## src/design/spc_pkg.sv

```systemverilog
// Shared constants and types for the serial converter control port.
// Assumes a single 40 MHz system clock; all pins are asynchronous to it.
package spc_pkg;

    localparam int CLOCK_HZ = 40_000_000;

    // Command codes, sent MSB first in the first three serial cycles
    typedef enum logic [2:0] {
        SPC_CMD_SELECT_CHANNEL = 3'h0,
        SPC_CMD_WRITE_CTRL = 3'h4,
        SPC_CMD_READ_CTRL = 3'h5,
        SPC_CMD_WRITE_RESULT = 3'h6,
        SPC_CMD_READ_RESULT = 3'h7
    } spc_cmd_type;

    // Frame geometry in serial cycles
    localparam logic [3:0] FRAME_CYCLES = 4'hC;
    localparam logic [3:0] CMD_CYCLES = 4'h3;
    localparam logic [3:0] LAST_DATA_CYCLE = 4'hB;

    // Bit positions inside the 12-bit captured frame (bit 11 = cycle 1)
    localparam int FRAME_CMD_MSB = 11;
    localparam int FRAME_DATA_MSB = 8;
    localparam int FRAME_OSC_BIT = 8;
    localparam int FRAME_SEL_MSB = 3;

    // Control register fields
    localparam int CTRL_MODE_BIT = 0;
    localparam int CTRL_START_STOP_BIT = 1;
    localparam int CTRL_RUN_BIT = 3;
    localparam int CTRL_LOW_RESULT_LSB = 4;

    // Reset values (no reset value is printed; cleared on chip-off)
    localparam logic [7:0] CTRL_RESET = 8'h00;
    localparam logic [7:0] RESULT_RESET = 8'h00;
    localparam logic [2:0] SELECT_RESET = 3'h0;

    // Conversion takes 2 x 44.5 oscillator periods
    localparam real CONV_OSC_PERIODS_HALF = 44.5;
    localparam logic [6:0] CONV_OSC_PERIODS = 7'(int'(2.0 * CONV_OSC_PERIODS_HALF));
    // Oscillator periods spent on each of the twelve trial bits
    localparam logic [2:0] SAR_STEP_PERIODS = 3'h7;
    localparam int RESULT_BITS = 12;

    // Synchronised pin bundle
    typedef struct packed {
        logic chip_on;
        logic serial_clock;
        logic serial_in;
        logic osc_clock;
        logic comp_high;
    } spc_pins_type;

    // Conversion engine result
    typedef struct packed {
        logic done;
        logic [RESULT_BITS-1:0] value;
    } spc_conv_type;

endpackage : spc_pkg

```

## src/design/spc_sync.sv

```systemverilog
// Two-flip-flop synchroniser for a bundle of asynchronous pin levels.
// Assumes each bit is a slow level; multi-bit coherence is not kept.
module spc_sync #(
    parameter int WIDTH = 1
) (
    input wire logic i_clock,
    input wire logic i_rst_n,
    input wire logic [WIDTH-1:0] i_async,
    output logic [WIDTH-1:0] o_sync
);
    logic [WIDTH-1:0] meta;

    always_ff @(posedge i_clock or negedge i_rst_n) begin
        if (!i_rst_n) begin
            meta <= '0;
            o_sync <= '0;
        end else begin
            meta <= i_async;
            o_sync <= meta;
        end
    end
endmodule : spc_sync

```

## src/design/spc_sar_engine.sv

```systemverilog
// Successive-approximation sequencer paced by the conversion oscillator.
// Assumes an external capacitor DAC and comparator; o_trial_code drives
// the DAC and i_comp_high is the synchronised comparator answer.
module spc_sar_engine (
    input wire logic i_clock,
    input wire logic i_rst_n,
    input wire logic i_clear,
    input wire logic i_start,
    input wire logic i_osc_tick,
    input wire logic i_comp_high,
    output logic o_busy,
    output logic [spc_pkg::RESULT_BITS-1:0] o_trial_code,
    output spc_pkg::spc_conv_type o_conv
);
    import spc_pkg::*;

    logic [6:0] period_cnt;
    logic [2:0] step_cnt;
    logic [3:0] bit_idx;
    logic [RESULT_BITS-1:0] trial;

    wire step_end = i_osc_tick && (step_cnt == SAR_STEP_PERIODS - 3'h1);
    wire deciding = step_end && (bit_idx != 4'h0);
    wire conv_end = i_osc_tick && (period_cnt == CONV_OSC_PERIODS - 7'h01);
    wire [RESULT_BITS-1:0] cur_mask = RESULT_BITS'(1) << (bit_idx - 4'h1);
    wire [RESULT_BITS-1:0] kept = i_comp_high ? trial : (trial & ~cur_mask);
    wire [RESULT_BITS-1:0] next_trial = (bit_idx > 4'h1) ? (kept | (cur_mask >> 1)) : kept;

    assign o_trial_code = trial;

    always_ff @(posedge i_clock or negedge i_rst_n) begin
        if (!i_rst_n) begin
            o_busy <= 1'b0;
            period_cnt <= 7'h00;
            step_cnt <= 3'h0;
            bit_idx <= 4'h0;
            trial <= '0;
            o_conv <= '0;
        end else if (i_clear) begin
            o_busy <= 1'b0;
            period_cnt <= 7'h00;
            step_cnt <= 3'h0;
            bit_idx <= 4'h0;
            trial <= '0;
            o_conv <= '0;
        end else begin
            o_conv.done <= 1'b0;
            if (i_start && !o_busy) begin
                o_busy <= 1'b1;
                period_cnt <= 7'h00;
                step_cnt <= 3'h0;
                bit_idx <= 4'(RESULT_BITS);
                trial <= RESULT_BITS'(1) << (RESULT_BITS - 1);
            end else if (o_busy && i_osc_tick) begin
                period_cnt <= period_cnt + 7'h01;
                step_cnt <= step_end ? 3'h0 : step_cnt + 3'h1;
                if (deciding) begin
                    trial <= next_trial;
                    bit_idx <= bit_idx - 4'h1;
                end
                if (conv_end) begin
                    o_busy <= 1'b0;
                    o_conv.done <= 1'b1;
                    o_conv.value <= trial;
                end
            end
        end
    end
endmodule : spc_sar_engine

```

## src/design/spc_serial_adc_control_port.sv

```systemverilog
// Serial control port and register file of a 12-bit SAR converter.
// Assumes the host drives a 12-cycle frame on serial clock / serial in,
// samples serial out on the rising serial clock edge, and that the
// conversion oscillator is an RC clock far slower than i_clock.
module spc_serial_adc_control_port (
    input wire logic i_clock,
    input wire logic i_rst_n,
    input wire logic i_chip_on,
    input wire logic i_serial_clock,
    input wire logic i_serial_in,
    input wire logic i_osc_clock,
    input wire logic i_comp_high,
    output logic o_serial_out,
    output logic o_serial_out_en,
    output logic o_osc_enable,
    output logic [2:0] o_input_select,
    output logic [7:0] o_analog_inputs,
    output logic [spc_pkg::RESULT_BITS-1:0] o_trial_code,
    output logic o_conv_done_pulse,
    output logic o_converting
);
    import spc_pkg::*;

    // Pin synchronisation
    spc_pins_type pins_async;
    spc_pins_type pins;
    spc_pins_type pins_prev;

    assign pins_async = '{chip_on: i_chip_on, serial_clock: i_serial_clock,
                          serial_in: i_serial_in, osc_clock: i_osc_clock,
                          comp_high: i_comp_high};

    spc_sync #(
        .WIDTH($bits(spc_pins_type))
    ) u_sync (
        .i_clock(i_clock),
        .i_rst_n(i_rst_n),
        .i_async(pins_async),
        .o_sync(pins)
    );

    always_ff @(posedge i_clock or negedge i_rst_n) begin
        if (!i_rst_n) begin
            pins_prev <= '0;
        end else begin
            pins_prev <= pins;
        end
    end

    // Chip-on low acts as a synchronous clear of all functions
    wire chip_active = pins.chip_on;
    wire chip_clear = !chip_active;
    wire sclk_rise = chip_active && pins.serial_clock && !pins_prev.serial_clock;
    wire sclk_fall = chip_active && !pins.serial_clock && pins_prev.serial_clock;

    // Oscillator ticks only while enabled; a stopped RC clock gives none
    logic osc_enable;
    wire osc_tick = osc_enable && pins.osc_clock && !pins_prev.osc_clock;

    // Register file
    logic [7:0] control_reg;
    logic [7:0] result_reg;
    logic [2:0] input_select;

    // Frame reception
    logic [3:0] cycle_cnt;
    logic [FRAME_CYCLES-1:0] frame_shift;
    logic [7:0] out_shift;
    logic out_bit;
    logic reading;

    wire [3:0] cycle_now = cycle_cnt + 4'h1;
    wire [FRAME_CYCLES-1:0] frame_next = {frame_shift[FRAME_CYCLES-2:0], pins.serial_in};
    wire cmd_known = sclk_rise && (cycle_now == CMD_CYCLES);
    wire frame_done = sclk_rise && (cycle_now == FRAME_CYCLES);

    // Command decode, used for the read snapshot and for frame completion
    function automatic logic cmd_is(input logic [2:0] code, input spc_cmd_type cmd);
        cmd_is = (code == cmd);
    endfunction : cmd_is

    wire [2:0] cmd_early = frame_next[2:0];
    wire [2:0] cmd_full = frame_next[FRAME_CMD_MSB -: 3];
    wire [7:0] frame_data = frame_next[FRAME_DATA_MSB -: 8];
    wire early_read_ctrl = cmd_is(cmd_early, SPC_CMD_READ_CTRL);
    wire early_read_result = cmd_is(cmd_early, SPC_CMD_READ_RESULT);
    // Unlisted codes (001, 010, 011) fall through and do nothing
    wire do_select = frame_done && cmd_is(cmd_full, SPC_CMD_SELECT_CHANNEL);
    wire do_write_ctrl = frame_done && cmd_is(cmd_full, SPC_CMD_WRITE_CTRL);
    wire do_write_result = frame_done && cmd_is(cmd_full, SPC_CMD_WRITE_RESULT);

    // Conversion start condition on the freshly written value
    wire start_req = do_write_ctrl && frame_data[CTRL_RUN_BIT]
                     && frame_data[CTRL_START_STOP_BIT]
                     && !frame_data[CTRL_MODE_BIT];

    // Conversion engine
    logic busy;
    spc_conv_type conv;

    spc_sar_engine u_sar (
        .i_clock(i_clock),
        .i_rst_n(i_rst_n),
        .i_clear(chip_clear),
        .i_start(start_req),
        .i_osc_tick(osc_tick),
        .i_comp_high(pins.comp_high),
        .o_busy(busy),
        .o_trial_code(o_trial_code),
        .o_conv(conv)
    );

    // Read data cycles are 4..11; the bit is launched on the falling edge
    // ahead of the host's sampling edge of that cycle
    wire out_launch = sclk_fall && reading
                      && (cycle_cnt >= CMD_CYCLES) && (cycle_cnt < LAST_DATA_CYCLE);

    // Frame counter and input shift register
    always_ff @(posedge i_clock or negedge i_rst_n) begin
        if (!i_rst_n) begin
            cycle_cnt <= 4'h0;
            frame_shift <= '0;
        end else if (chip_clear) begin
            cycle_cnt <= 4'h0;
            frame_shift <= '0;
        end else if (sclk_rise) begin
            frame_shift <= frame_next;
            cycle_cnt <= frame_done ? 4'h0 : cycle_now;
        end
    end

    // Output path: snapshot after the command, shift on falling edges
    always_ff @(posedge i_clock or negedge i_rst_n) begin
        if (!i_rst_n) begin
            reading <= 1'b0;
            out_shift <= 8'h00;
            out_bit <= 1'b0;
        end else if (chip_clear) begin
            reading <= 1'b0;
            out_shift <= 8'h00;
            out_bit <= 1'b0;
        end else if (cmd_known) begin
            reading <= early_read_ctrl || early_read_result;
            out_shift <= early_read_result ? result_reg : control_reg;
        end else if (frame_done) begin
            reading <= 1'b0;
            out_bit <= 1'b0;
        end else if (out_launch) begin
            out_bit <= out_shift[7];
            out_shift <= {out_shift[6:0], 1'b0};
        end
    end

    // Channel select and oscillator enable
    always_ff @(posedge i_clock or negedge i_rst_n) begin
        if (!i_rst_n) begin
            osc_enable <= 1'b0;
            input_select <= SELECT_RESET;
        end else if (chip_clear) begin
            osc_enable <= 1'b0;
            input_select <= SELECT_RESET;
        end else if (do_select) begin
            osc_enable <= frame_next[FRAME_OSC_BIT];
            input_select <= frame_next[FRAME_SEL_MSB -: 3];
        end
    end

    // Control register: host write, then hardware completion on top.
    // Completion is applied last so a colliding write cannot hide it.
    wire [7:0] ctrl_after_write = do_write_ctrl ? frame_data : control_reg;
    wire [7:0] ctrl_done_clear = ~((8'h01 << CTRL_RUN_BIT) | (8'h01 << CTRL_START_STOP_BIT));
    wire [7:0] ctrl_after_done = {conv.value[3:0], ctrl_after_write[3:0] & ctrl_done_clear[3:0]};
    wire [7:0] next_control = conv.done ? ctrl_after_done : ctrl_after_write;
    wire [7:0] next_result = conv.done ? conv.value[RESULT_BITS-1 -: 8]
                             : (do_write_result ? frame_data : result_reg);

    always_ff @(posedge i_clock or negedge i_rst_n) begin
        if (!i_rst_n) begin
            control_reg <= CTRL_RESET;
            result_reg <= RESULT_RESET;
        end else if (chip_clear) begin
            control_reg <= CTRL_RESET;
            result_reg <= RESULT_RESET;
        end else begin
            control_reg <= next_control;
            result_reg <= next_result;
        end
    end

    // Done pulse: raised with the bit clearing, held one oscillator period
    logic done_pulse;
    always_ff @(posedge i_clock or negedge i_rst_n) begin
        if (!i_rst_n) begin
            done_pulse <= 1'b0;
        end else if (chip_clear) begin
            done_pulse <= 1'b0;
        end else if (conv.done) begin
            done_pulse <= 1'b1;
        end else if (osc_tick || !osc_enable) begin
            // A stopped oscillator would otherwise leave the pulse stuck high
            done_pulse <= 1'b0;
        end
    end

    // Analog routing: select value n picks input n
    genvar ch;
    generate
        for (ch = 0; ch < 8; ch++) begin : g_route
            assign o_analog_inputs[ch] = chip_active && (input_select == 3'(ch));
        end
    endgenerate

    assign o_serial_out = out_bit;
    assign o_serial_out_en = chip_active;
    assign o_osc_enable = osc_enable;
    assign o_input_select = input_select;
    assign o_conv_done_pulse = done_pulse;
    assign o_converting = busy;

endmodule : spc_serial_adc_control_port

```

## config.mk

```make
export PLATFORM = sky130hd
export DESIGN_NAME = spc_serial_adc_control_port
export DESIGN_NICKNAME = d
export VERILOG_FILES = /design/src/design/spc_pkg.sv /design/src/design/spc_sync.sv /design/src/design/spc_sar_engine.sv /design/src/design/spc_serial_adc_control_port.sv
export SDC_FILE = /design/constraint.sdc
export NUM_CORES = 1
export LEC_CHECK = 0
export BUFFER_PORTS_ARGS = -buffer_cell sky130_fd_sc_hd__buf_2
export CORE_ASPECT_RATIO = 0.5
export CORE_MARGIN = 2
export CORE_UTILIZATION = 45
export CTS_CLUSTER_DIAMETER = 60
export CTS_CLUSTER_SIZE = 10
export DETAILED_ROUTE_END_ITERATION = 7
export PLACE_DENSITY_LB_ADDON = 0.15
export SLEW_MARGIN = 30
export SYNTH_ARGS = -nofsm -noshare
export SYNTH_HDL_FRONTEND = slang
export SYNTH_SLANG_ARGS = --single-unit
```

## constraint.sdc

```tcl
create_clock -name i_clock -period 5.65 [get_ports i_clock]
set_input_delay 0.2825 -clock i_clock [delete_from_list [all_inputs] [get_ports i_clock]]
set_output_delay 0.2825 -clock i_clock [all_outputs]
set_load 0.1 [all_outputs]
```

==> flow_summary_export.csv <==
group,metric,value,unit
synth,synth-adder-area-share,3.34,%
placement,place.gp.congestion,0.834,
synth,synthXorXnorAreaFrac,1.93,%
placement,placed_cells,619,
synth,syn_nets,492,
floorplanning,io_pins,35,
worst_setup_path,crit_type,"register to register",
pwr,p_per_area,261,nW/um2
worst_setup_path,cp_slowest_stage_delay,0.83,ns
final_layout,largest_register,"u_sar.o_conv",
clocking,cts_tree,"done",
global_route,grt_pass1_vias,3498,
drt,drtPass1Iterations,4,
placement,place_area,5100,um2
synth,synth_top_area_share,50.3,%
clocking,cts_resized,0,
final_layout,insertedDiodeCount,0,
worst_hold_path,hold_end,"u_sync.meta[4]$_DFF_PN0_",
final_layout,mostFrequentLayoutCells,"98 x dfrtp_1, 50 x nand2_1, 35 x a21oi_1, 33 x buf_2, 31 x mux2i_1",
pwr,pwr-share-seq,50.5,%
synth,synthArstFlopShare,100,%
worst_setup_path,regToRegEndpoint,"u_sar.o_trial_code[7]$_DFFE_PN0P_",
worst_setup_path,endpoint_kind,"register",
final_layout,largest_reg_flops,13,
worst_setup_path,startpoint_type,"register",
clocking,cts_buffer_depth,2,
global_route,gr-usage-met1,29.3,%
pwr,p_sw_share,21.2,%
sta,hold_violations,0,
floorplanning,rows,26,
clocking,cts_root_buf,"clkbuf_16",
synth,synthTopCellsByArea,"dfrtp_1 50%, mux2i_1 6.4%, nand2_1 3.9%, a21oi_1 3.6%, ha_1 3.3%",
final_layout,fill_cells,953,
floorplanning,die_h,77.6,um
worst_setup_path,r2r_cells,5,
placement,io_buffers,34,
worst_setup_path,critPathMaxFanout,23,
worst_hold_path,worstHoldStart,"i_chip_on",
synth,yosysTopAreaCell,"dfrtp_1",
sta,relSlewSlack,48.0,%
floorplanning,start_util,46.9,%
pwr,ir_drop,0.000153,V
sta,setup_viol_count_final,0,
worst_setup_path,r2r_start,"u_sync.o_sync[4]$_DFF_PN0_",
synth,yosys.area_share.simple,18.0,%
clocking,holdBufCountCts,1,
clocking,postCtsSetupBuffers,0,
drt,viasPerCell,5.54,
pwr,clockPowerShare,45.9,%
worst_setup_path,critical_path_arrival,2.61,ns
global_route,grt_use_total,19.8,%
clocking,htreeDepth,3,
floorplanning,fp.dieW,151,um
pwr,combPwrFrac,3.6,%
synth,synth_edf_count,0,
global_route,met3_usage,3.94,%
status,status,"completed",
final_layout,seq_area,2450,um2
floorplanning,coreArea,10400,um2
final_layout,nets,512,
clocking,cts.reportedPaths.clkPinSlew,0.07,ns
floorplanning,die-area,11700,um2
drt,remaining_drc_errors,0,
final_layout,instances_no_fill,637,
drt,ant_nets,0,
placement,place_hpwl,7430,um
worst_setup_path,required,5.87,ns
synth,yosysWarnings,0,
synth,synthesis.area,4870,um2
worst_setup_path,crit_chain,"and2_1, nand3_2, o31ai_4, buf_6, a21oi_1",
synth,synthDistinctLibCells,58,
final_layout,syn2layout_area_growth,11.8,%
global_route,grtUsageMet2,29.9,%
sta,fin_setup_tns,0,ns
sta,holdWs,0.0502,ns
global_route,gr-total-overflow,0,
synth,synthMuxAreaShare,8.29,%
drt,drtIter0Drc,219,
final_layout,drive_above_1_share,14.7,%
synth,synth-seq-area-share,50.3,%
clocking,cts_made_buffers,9,
synth,synth_seq_cells,98,
clocking,worstSkewPairLatency,0.33,ns
drt,vias,3530,
synth,synth_top_family_by_area,"simple AND/OR/NAND/NOR gates",
clocking,clock-sinks,98,
worst_setup_path,slowest_stage,"dfrtp_1",
final_layout,multiInputGateArea,2250,um2
pwr,power_switching,0.301,mW
synth,postSynthAreaPerCell,10.3,um2
sta,grt_setup_unrepaired,"no",
synth,synth_ff_type,"dfrtp_1",
global_route,grt_pass1_wl,18300,um
sta,fin_crit_sh,42.4,%
worst_hold_path,holdPathStages,1,
final_layout,layout_commonest_cell,"dfrtp_1",
pwr,cellInternalPower,1.12,mW
worst_setup_path,r2r_setup_slack,3.26,ns
sta,fin_crit,2.39,ns
sta,maxSlewViolCount,0,
global_route,grt.busiest_layer,"met2",
sta,fmax,418,MHz
drt,routedWlPerCell,17.1,um
global_route,antenna_found_initial,0,
sta,tightest_slew,0.778,ns
drt,wl,10900,um
worst_setup_path,critPathBufInv,1,
sta,fin_skew,0.00460,ns
run,maxCapViolations,0,
worst_hold_path,min_path_type,"primary input to register",
synth,synthCells,472,
pwr,p_leak,2.47,nW
synth,synth_compound_area_share,14.2,%
global_route,grt_max_degree,62,
worst_setup_path,critPathTopFamily,"flip-flops",
final_layout,design_area,5450,um2
[synthesized netlist by cell type (all sizes together) (12+ instances only)]
cell / count
nor3: 12
nand2: 50
nand3: 21
a22o: 12
o21ai: 22
clkbuf: 12
nand4: 12
dfrtp: 98
nor2: 28
a21oi: 35
ha: 13
buf: 18
mux2i: 31
[per-layer routing]
metal  part of all wire, %  vias up
met3                   2.7       17
met5                     0        -
li1                      -     1735
met2                    44       45
met4                   1.2        0
met1                    52     1733
[cell families after synthesis]
family                   after synthesis
XOR/XNOR                               9
flip-flops                            98
AO/OA/AOI/OAI                        105
AND/OR/NAND/NOR                      168
adder cells (fa/ha/maj)               13
buffers and inverters                 40
multiplexers                          39
[power groups by stage]
stage | combinational [mW] | clock, mW | sequential [mW]
floorplan | 0.0280 | 0 | 0.728
global placement | 0.0501 | 0 | 0.729
detailed placement | 0.0508 | 0 | 0.730
CTS | 0.0515 | 0.667 | 0.716
global route | 0.0576 | 0.697 | 0.717
finish | 0.0512 | 0.653 | 0.717
[through the flow]
step | worst slack [ns] | total power, mW | utilization (%)
after global placement | 2.85 | 0.779 | 49.1
final | 3.26 | 1.42 | 52.5
after CTS | 2.71 | 1.43 | 52.3
after global routing | 3.01 | 1.47 | 52.5
after floorplan | 1.89 | 0.756 | -
after detailed placement | 2.73 | 0.780 | 49.1
[cell type report]
class,count,area share [%]
sequential,98,45.0
multi-input combinational,334,41.2
clock buffer,12,4.52
timing repair buffer,39,3.97
tap,140,3.21
clock inverter,4,1.38
inverter,10,0.689
[how the worst max path moves through the flow]
stage,to,cells past startpoint,startpoint,slack (ns)
floorplan,o_analog_inputs[1],3,u_sync.o_sync[4]$_DFF_PN0_,1.89
global placement,u_sar.o_conv[1]$_DFFE_PN0P_,3,u_sync.o_sync[4]$_DFF_PN0_,2.85
detailed placement,u_sar.o_conv[7]$_DFFE_PN0P_,3,u_sync.o_sync[4]$_DFF_PN0_,2.73
CTS,u_sar.o_conv[7]$_DFFE_PN0P_,3,u_sync.o_sync[4]$_DFF_PN0_,2.71
global route,u_sar.o_busy$_DFFE_PN0P_,3,u_sync.o_sync[4]$_DFF_PN0_,3.01
finish,u_sar.o_trial_code[7]$_DFFE_PN0P_,5,u_sync.o_sync[4]$_DFF_PN0_,3.26
No activity file was read; power rests on OpenSTA's default activity.
